$ cat src/design/isomc_defs.vh
// Register offsets, field positions, reset values and codes for the input select monitor.
`ifndef ISOMC_DEFS_VH
`define ISOMC_DEFS_VH

`define ISOMC_ADDR_SUMMARY 8'h01
`define ISOMC_ADDR_INSEL 8'h10
`define ISOMC_ADDR_AMP_ALARM 8'h11
`define ISOMC_ADDR_AUX_ERR 8'h12

`define ISOMC_INSEL_RESET 3'h5
`define ISOMC_SUMMARY_BIT 4
`define ISOMC_SECOND_CRC_ERROR_FLAG_BIT 0

`define ISOMC_SEL_B_A 3'h0
`define ISOMC_SEL_A_B 3'h1
`define ISOMC_SEL_B_COM 3'h2
`define ISOMC_SEL_A_COM 3'h3
`define ISOMC_SEL_HV 3'h4
`define ISOMC_SEL_MID 3'h5
`define ISOMC_SEL_TEMP 3'h6
`define ISOMC_SEL_RSVD 3'h7

`define ISOMC_ALARM_COUNT 8

`endif

$ cat src/design/isomc_sticky.v
// Sticky flag bank where a set in the same cycle as a clear wins.
`timescale 1ns/1ps
module isomc_sticky #(
  parameter WIDTH = 1
) (
  clk, // System clock.
  nrst, // Asynchronous reset, active low.
  set, // Per-bit set request.
  clr, // Per-bit clear request.
  q_next, // Value the flags take at the next edge.
  q // Current flag value.
);
  input wire clk; // System clock.
  input wire nrst; // Reset, active low.
  input wire [WIDTH-1:0] set; // Set requests.
  input wire [WIDTH-1:0] clr; // Clear requests.
  output wire [WIDTH-1:0] q_next; // Next value.
  output reg [WIDTH-1:0] q; // Flags.

  // A pending event must never be lost to a read that lands on the same edge.
  assign q_next = set | (q & ~clr);

  always @(posedge clk or negedge nrst)
  begin
    if (!nrst)
    begin
      q <= {WIDTH{1'b0}};
    end
    else
    begin
      q <= q_next;
    end
  end
endmodule // isomc_sticky

$ cat src/design/isomc_chan_decode.v
// Decoder from the channel select code to one-hot analog switch controls.
`timescale 1ns/1ps
`include "isomc_defs.vh"
module isomc_chan_decode (
  code, // Input channel select code.
  sel_b_a, // Input B positive against input A.
  sel_a_b, // Input A positive against input B.
  sel_b_com, // Input B against common.
  sel_a_com, // Input A against common.
  sel_hv, // Scaled high supply readback.
  sel_mid, // Amplifier inputs shorted to supply midpoint.
  sel_temp // Diode temperature sensor.
);
  input wire [2:0] code; // Channel code.
  output reg sel_b_a; // Switch control.
  output reg sel_a_b; // Switch control.
  output reg sel_b_com; // Switch control.
  output reg sel_a_com; // Switch control.
  output reg sel_hv; // Switch control.
  output reg sel_mid; // Switch control.
  output reg sel_temp; // Switch control.

  always @*
  begin
    sel_b_a = 1'b0;
    sel_a_b = 1'b0;
    sel_b_com = 1'b0;
    sel_a_com = 1'b0;
    sel_hv = 1'b0;
    sel_mid = 1'b0;
    sel_temp = 1'b0;
    case (code)
      `ISOMC_SEL_B_A: sel_b_a = 1'b1;
      `ISOMC_SEL_A_B: sel_a_b = 1'b1;
      `ISOMC_SEL_B_COM: sel_b_com = 1'b1;
      `ISOMC_SEL_A_COM: sel_a_com = 1'b1;
      `ISOMC_SEL_HV: sel_hv = 1'b1;
      `ISOMC_SEL_MID: sel_mid = 1'b1;
      `ISOMC_SEL_TEMP: sel_temp = 1'b1;
      // The reserved code opens every switch so no undefined path is formed.
      default: sel_b_a = 1'b0;
    endcase
  end
endmodule // isomc_chan_decode

$ cat src/design/isomc_top.v
// Input channel selector and amplifier overload alarm logic with its register port.
`timescale 1ns/1ps
`include "isomc_defs.vh"
module isomc_top (
  clk, // System clock, 20 MHz.
  nrst, // Asynchronous reset, active low.
  reg_addr, // Register address from the serial port.
  reg_wdata, // Register write data.
  reg_wr, // Register write strobe, one cycle.
  reg_rd, // Register read strobe, one cycle.
  reg_rdata, // Register read data.
  reg_rvalid, // Read data valid, one cycle.
  amp_alarm_raw, // Comparator outputs of the eight headroom monitors.
  second_crc_error_flag_err_set, // Second CRC error event, one cycle.
  second_crc_error_flag_err_clr, // Second CRC error clear, one cycle.
  start_pin, // Conversion start pin level.
  start_cmd, // Start command decoded from the serial port, one cycle.
  continuous_mode, // High for continuous conversions, low for one-shot.
  input_channel_select, // Current channel select code.
  sel_b_a, // Switch: input B against input A.
  sel_a_b, // Switch: input A against input B.
  sel_b_com, // Switch: input B against common.
  sel_a_com, // Switch: input A against common.
  sel_hv, // Switch: scaled high supply readback.
  sel_mid, // Switch: inputs shorted to midpoint.
  sel_temp, // Switch: temperature sensor.
  amp_or_crc_summary_flag, // Summary flag for the conversion status byte.
  conv_start, // Conversion start, one cycle.
  conv_gate, // Continuous conversions allowed, level.
  channel_stale // Channel select register written since the last conversion start.
);
  input wire clk; // Clock.
  input wire nrst; // Reset.
  input wire [7:0] reg_addr; // Address.
  input wire [7:0] reg_wdata; // Write data.
  input wire reg_wr; // Write strobe.
  input wire reg_rd; // Read strobe.
  output reg [7:0] reg_rdata; // Read data.
  output reg reg_rvalid; // Read valid.
  input wire [7:0] amp_alarm_raw; // Comparators.
  input wire second_crc_error_flag_err_set; // SECOND_CRC_ERROR_FLAG event.
  input wire second_crc_error_flag_err_clr; // SECOND_CRC_ERROR_FLAG clear.
  input wire start_pin; // Start pin.
  input wire start_cmd; // Start command.
  input wire continuous_mode; // Conversion mode.
  output reg [2:0] input_channel_select; // Channel code.
  output reg sel_b_a; // Switch control.
  output reg sel_a_b; // Switch control.
  output reg sel_b_com; // Switch control.
  output reg sel_a_com; // Switch control.
  output reg sel_hv; // Switch control.
  output reg sel_mid; // Switch control.
  output reg sel_temp; // Switch control.
  output reg amp_or_crc_summary_flag; // Summary flag.
  output reg conv_start; // Start pulse.
  output reg conv_gate; // Run gate.
  output reg channel_stale; // Stale channel.

  reg [2:0] insel_reg;
  reg [2:0] insel_next;
  reg start_pin_reg;
  wire wr_insel;
  wire rd_alarm;
  wire [7:0] alarm_q;
  wire [7:0] alarm_next;
  wire [7:0] alarm_clr;
  wire second_crc_error_flag_q;
  wire second_crc_error_flag_next;
  wire summary_next;
  wire start_event;
  wire d_b_a;
  wire d_a_b;
  wire d_b_com;
  wire d_a_com;
  wire d_hv;
  wire d_mid;
  wire d_temp;
  reg [7:0] rdata_next;

  // Every access arrives here after the serial port has checked its CRC.
  assign wr_insel = reg_wr && (reg_addr == `ISOMC_ADDR_INSEL);
  assign rd_alarm = reg_rd && (reg_addr == `ISOMC_ADDR_AMP_ALARM);
  assign alarm_clr = {`ISOMC_ALARM_COUNT{rd_alarm}};

  always @*
  begin
    insel_next = insel_reg;
    if (wr_insel)
    begin
      insel_next = reg_wdata[2:0];
    end
  end

  always @(posedge clk or negedge nrst)
  begin
    if (!nrst)
    begin
      insel_reg <= `ISOMC_INSEL_RESET;
    end
    else
    begin
      insel_reg <= insel_next;
    end
  end

  // Decoding the next code keeps switch controls aligned with the stored field.
  isomc_chan_decode u_decode (
    .code(insel_next),
    .sel_b_a(d_b_a),
    .sel_a_b(d_a_b),
    .sel_b_com(d_b_com),
    .sel_a_com(d_a_com),
    .sel_hv(d_hv),
    .sel_mid(d_mid),
    .sel_temp(d_temp)
  );

  always @(posedge clk or negedge nrst)
  begin
    if (!nrst)
    begin
      input_channel_select <= `ISOMC_INSEL_RESET;
      sel_b_a <= 1'b0;
      sel_a_b <= 1'b0;
      sel_b_com <= 1'b0;
      sel_a_com <= 1'b0;
      sel_hv <= 1'b0;
      sel_mid <= 1'b1;
      sel_temp <= 1'b0;
    end
    else
    begin
      input_channel_select <= insel_next;
      sel_b_a <= d_b_a;
      sel_a_b <= d_a_b;
      sel_b_com <= d_b_com;
      sel_a_com <= d_a_com;
      sel_hv <= d_hv;
      sel_mid <= d_mid;
      sel_temp <= d_temp;
    end
  end

  // Comparators are sampled every clock, so any pulse of one clock or more is caught;
  // a pulse that falls wholly between two edges is a limitation of synchronous sampling.
  isomc_sticky #(
    .WIDTH(`ISOMC_ALARM_COUNT)
  ) u_alarm (
    .clk(clk),
    .nrst(nrst),
    .set(amp_alarm_raw),
    .clr(alarm_clr),
    .q_next(alarm_next),
    .q(alarm_q)
  );

  isomc_sticky #(
    .WIDTH(1)
  ) u_second_crc_error_flag (
    .clk(clk),
    .nrst(nrst),
    .set(second_crc_error_flag_err_set),
    .clr(second_crc_error_flag_err_clr),
    .q_next(second_crc_error_flag_next),
    .q(second_crc_error_flag_q)
  );

  // Built from next values so the flag changes on the same edge as its sources.
  assign summary_next = (|alarm_next) | second_crc_error_flag_next;

  always @(posedge clk or negedge nrst)
  begin
    if (!nrst)
    begin
      amp_or_crc_summary_flag <= 1'b0;
    end
    else
    begin
      amp_or_crc_summary_flag <= summary_next;
    end
  end

  always @*
  begin
    rdata_next = 8'h00;
    case (reg_addr)
      `ISOMC_ADDR_SUMMARY: rdata_next[`ISOMC_SUMMARY_BIT] = amp_or_crc_summary_flag;
      `ISOMC_ADDR_INSEL: rdata_next = {5'h00, insel_reg};
      `ISOMC_ADDR_AMP_ALARM: rdata_next = alarm_q;
      `ISOMC_ADDR_AUX_ERR: rdata_next[`ISOMC_SECOND_CRC_ERROR_FLAG_BIT] = second_crc_error_flag_q;
      default: rdata_next = 8'h00;
    endcase
  end

  // Read data is captured before the clear-on-read takes effect on the same edge.
  always @(posedge clk or negedge nrst)
  begin
    if (!nrst)
    begin
      reg_rdata <= 8'h00;
      reg_rvalid <= 1'b0;
    end
    else
    begin
      reg_rvalid <= reg_rd;
      if (reg_rd)
      begin
        reg_rdata <= rdata_next;
      end
    end
  end

  assign start_event = start_cmd | (start_pin & ~start_pin_reg);

  always @(posedge clk or negedge nrst)
  begin
    if (!nrst)
    begin
      start_pin_reg <= 1'b0;
      conv_start <= 1'b0;
      conv_gate <= 1'b0;
      channel_stale <= 1'b0;
    end
    else
    begin
      start_pin_reg <= start_pin;
      conv_start <= start_event;
      conv_gate <= start_pin & continuous_mode;
      // A write on the same edge as a start keeps the channel marked stale.
      channel_stale <= wr_insel | (channel_stale & ~start_event);
    end
  end
endmodule // isomc_top

$ cat config.mk
export PLATFORM = sky130hd
export DESIGN_NAME = isomc_top
export DESIGN_NICKNAME = d
export VERILOG_FILES = /design/src/design/isomc_sticky.v /design/src/design/isomc_chan_decode.v /design/src/design/isomc_top.v
export VERILOG_INCLUDE_DIRS = /design/src /design/src/design
export SDC_FILE = /design/constraint.sdc
export NUM_CORES = 1
export LEC_CHECK = 0
export ABC_CLOCK_PERIOD_IN_PS = 3800
export BUFFER_PORTS_ARGS = -buffer_cell sky130_fd_sc_hd__clkbuf_2
export CORE_MARGIN = 2
export CORE_UTILIZATION = 30
export DETAILED_ROUTE_END_ITERATION = 6
export PLACE_DENSITY_LB_ADDON = 0.12
export SETUP_SLACK_MARGIN = 0.02
export SLEW_MARGIN = 20
export SYNTH_ARGS = -nofsm -noshare
export SYNTH_HDL_FRONTEND = slang
export SYNTH_SLANG_ARGS = --single-unit
$ cat constraint.sdc
create_clock -name clk -period 3.8 [get_ports clk]
set_clock_uncertainty 0.05 [all_clocks]
set_input_delay 0.38 -clock clk [delete_from_list [all_inputs] [get_ports clk]]
set_output_delay 0.38 -clock clk [all_outputs]
set_load 0.02 [all_outputs]
==> results summary <==
The worst voltage drop across the vdd grid is 0.1429 mV. The total congestion overflow is 0. The synthesized area per cell is 11.96 sq um. The clock period minus worst slack came out at 1.684 ns. The count of synthesis-stage warnings from yosys came out at 0. Headroom to the max-slew limit came out at 0.4530. The fraction of registers with async set/reset came out at 1.000. The post-synthesis register bit count is 33. The start of the worst register-to-register path is input_channel_select[0]. The kind of start point of the critical path is an input port.

The number of routed nets with antenna violations came out at 0. The tool flagged a number of max-cap violations equal to 0. Entering global routing, the biggest net connects 34 pins.

For flop-to-flop paths, the worst setup slack is 2.44 ns. The die boundary width came out at 73.74 um. The area fraction in compound gates after synthesis came out at 0.1021. The post-synth net total is 155. Timing would allow up to 0.5937 GHz. The clock latency on the worst-skew pair came out at 0.28 ns. The post-synthesis share of cell area spent on and, or, nand and nor gates came out at 0.1578.

The period utilization came out at 0.4433. The worst register-to-register path ends at sel_a_b. The cell area that synthesis handed to floorplanning was 0.001459 sq mm. The largest registers in the layout are reg_rdata (8), u_alarm.q (8), input_channel_select (3). The required time at the worst-slack endpoint came out at 3.92 ns.

In this run the worst path has a maximum fanout of 11. The commonest register cell after synthesis is dfrtp_1. The synthesized netlist contains 30 unique library cells.

The number of buffers created by CTS is 5. By area the synthesized netlist is led by dfrtp_1, mux2i_1, dfstp_2. The die footprint came out at 0.005437 sq mm. The tree is rooted in a clkbuf_8. In this run the worst setup path begins at reg_addr[5]. The fraction of synthesized cell area in xor and xnor cells came out at 0. Counting along the longest clock path gives a buffer depth of 2. The first-pass GRT wire length came out at 5395 um. Leaving out filler cells and counting taps, the final layout contains 227. The row count came out at 25. The slew at the pin with the worst max-slew slack came out at 0.8205 ns. The clock input transition at the sequential cells of the worst setup and hold paths is 0.07 ns. The portion of netlist area occupied by mux cells is 0.1115. The cell leakage power came out at 0.9200 nW. The dominant combinational cell family by area after synthesis is simple AND/OR/NAND/NOR gates.

The nature of the critical path endpoint is a flip-flop. The final hold violation count is 0. The total number of clock tree sinks came out at 33. The number of vias per cell is 4.740. The final number of max-transition violations came to 0. The first detailed-routing pass ran for 4 iterations. The number of placed instances with taps included is 219. From synthesis to final layout, the design area changed by 25.13%.

The number of H-tree branching levels came out at 2. The last weighted congestion value of the routability-driven placer came out at 0.7838. The number of buffers inserted for hold repair after clock tree synthesis came out at 0. The initial core utilization came out at 0.3109. Of the cells placed in the final design, the portion with a size suffix greater than 1 is 0.4104. The floorplan die height is 73.74 um. Setup repair after global routing left no endpoint under its margin.

The run finished with clean final reports. Across every metal layer, demand over resource in global routing totals 0.1336. The first-iteration detailed-routing DRC count came out at 65. The number of failing setup endpoints in the final timing report is 0.

The portion of the post-synthesis area used by sequential elements is 0.5686. Measured in cells, the most critical reg-to-reg path has a length of 2. After legalization and detailed placement, the total HPWL measured 2289 um. The worst hold path belongs to the class in -> async.

The number of I/O pins came out at 56. In the layout the commonest cells are clkbuf_2, dfrtp_1, inv_1. The number of port buffers came out at 50. Of the total synthesized cell area, the portion taken by full adders, half adders and majority gates is 0. Of all cell types, the one taking the most synthesized area is dfrtp_1. The setup TNS after final layout came out at 0 ns. The area share of the largest cell type after synthesis is 0.5146. Yosys mapped a number of flops with a built-in enable equal to 0. The number of vias after detailed routing came out at 1076. The number of global-route vias before repair is 1075. The post-cts resize count came out at 0. Buffers added to address setup during post-CTS repair amount to 0. The repair_antennas step left the layout with diodes totalling 0. The cell count after synthesis came out at 122. The routed design has 3193 um of wire.

The placeable core region came out at 0.004692 sq mm. Data on the critical path arrives at its endpoint at 1.80 ns. The setup path with the least slack is of type in -> reg. TritonCTS built the clock tree. After detailed routing, the number of remaining DRC violations is 0. The initial antenna violation count is 0. Leaving out fill and tap cells, the most frequent cell in the layout is clkbuf_2. After detailed routing, the average wire length per cell comes to 14.07 um. In this run the power density over the cells is 375.4 mW/mm^2.

The net count reported at finish is 205.
[layer usage]
metal  wire length (um)  vias to the layer above  track usage
li1                   -                      526            -
met1               1415                      508       0.1685
met2               1509                       36       0.2083
met3                204                        6      0.04252
met4                 63                        0      0.06061
met5                  0                        -            0
[worst max-delay path: stages]
cell	delay (ns)
clkbuf_2	0.11
nor4b_4	0.39
nand4b_2	0.47
mux2_4	0.44
[kinds of logic (layout without fill, tap and decap cells)]
kind of cell	after synthesis	count (layout)
simple gates	33	33
buf+inv	21	72
mux	14	14
flops	33	33
compound gates	21	21
[where the power goes]
| group | switching, mW | internal, mW | total, mW | leakage [nW] |
|---|---|---|---|---|
| Sequential | 0.00647 | 0.360 | 0.367 | 0.386 |
| Combinational | 0.0383 | 0.0282 | 0.0664 | 0.495 |
| Clock | 0.123 | 0.129 | 0.252 | 0.0385 |
| Total | 0.167 | 0.518 | 0.685 | 0.920 |
[synthesized netlist by cell type, types with 3 or more instances]
cell      count
a21o_1       10
clkbuf_1      4
dfrtp_1      30
dfstp_2       3
inv_1        14
mux2_4        4
mux2i_1       8
nand2_1       5
nand3b_1      6
nor2_1        3
nor4_1        4
o22ai_1       7
[metrics by stage]
stage / setup WS (ns) / utilization / hold WS (ns) / cell area, sq um / total power [mW]
3_5_place_dp: 1.783 / 0.3712 / 0.4578 / 1742 / 0.4412
5_1_grt: 1.999 / 0.3891 / 0.1777 / 1826 / 0.7253
6_report: 2.116 / 0.3891 / 0.1297 / 1826 / 0.6853
3_3_place_gp: 1.828 / 0.3712 / 0.4396 / 1742 / 0.4397
2_1_floorplan: 2.288 / - / 0.03441 / 1459 / 0.4028
4_1_cts: 2.083 / 0.3891 / 0.1623 / 1826 / 0.7038
[worst max-delay path by stage]
stage                              endpoint  slack, ns  cells past startpoint
finish                               sel_hv       2.12                      4
global route        amp_or_crc_summary_flag       2.00                      4
CTS                 amp_or_crc_summary_flag       2.08                      4
detailed placement  amp_or_crc_summary_flag       1.78                      4
global placement    amp_or_crc_summary_flag       1.83                      4
floorplan                           sel_a_b       2.29                      3
[layout make-up]
class / instances / area [sq um]
Fill cell: 469 / 2867
Sequential cell: 33 / 829.5
Multi-Input combinational cell: 68 / 541.8
Timing Repair Buffer: 50 / 250.2
Clock buffer: 7 / 76.32
Tap cell: 54 / 67.56
Inverter: 14 / 52.55
Clock inverter: 1 / 7.507
Power figures use the tool's default switching activity.
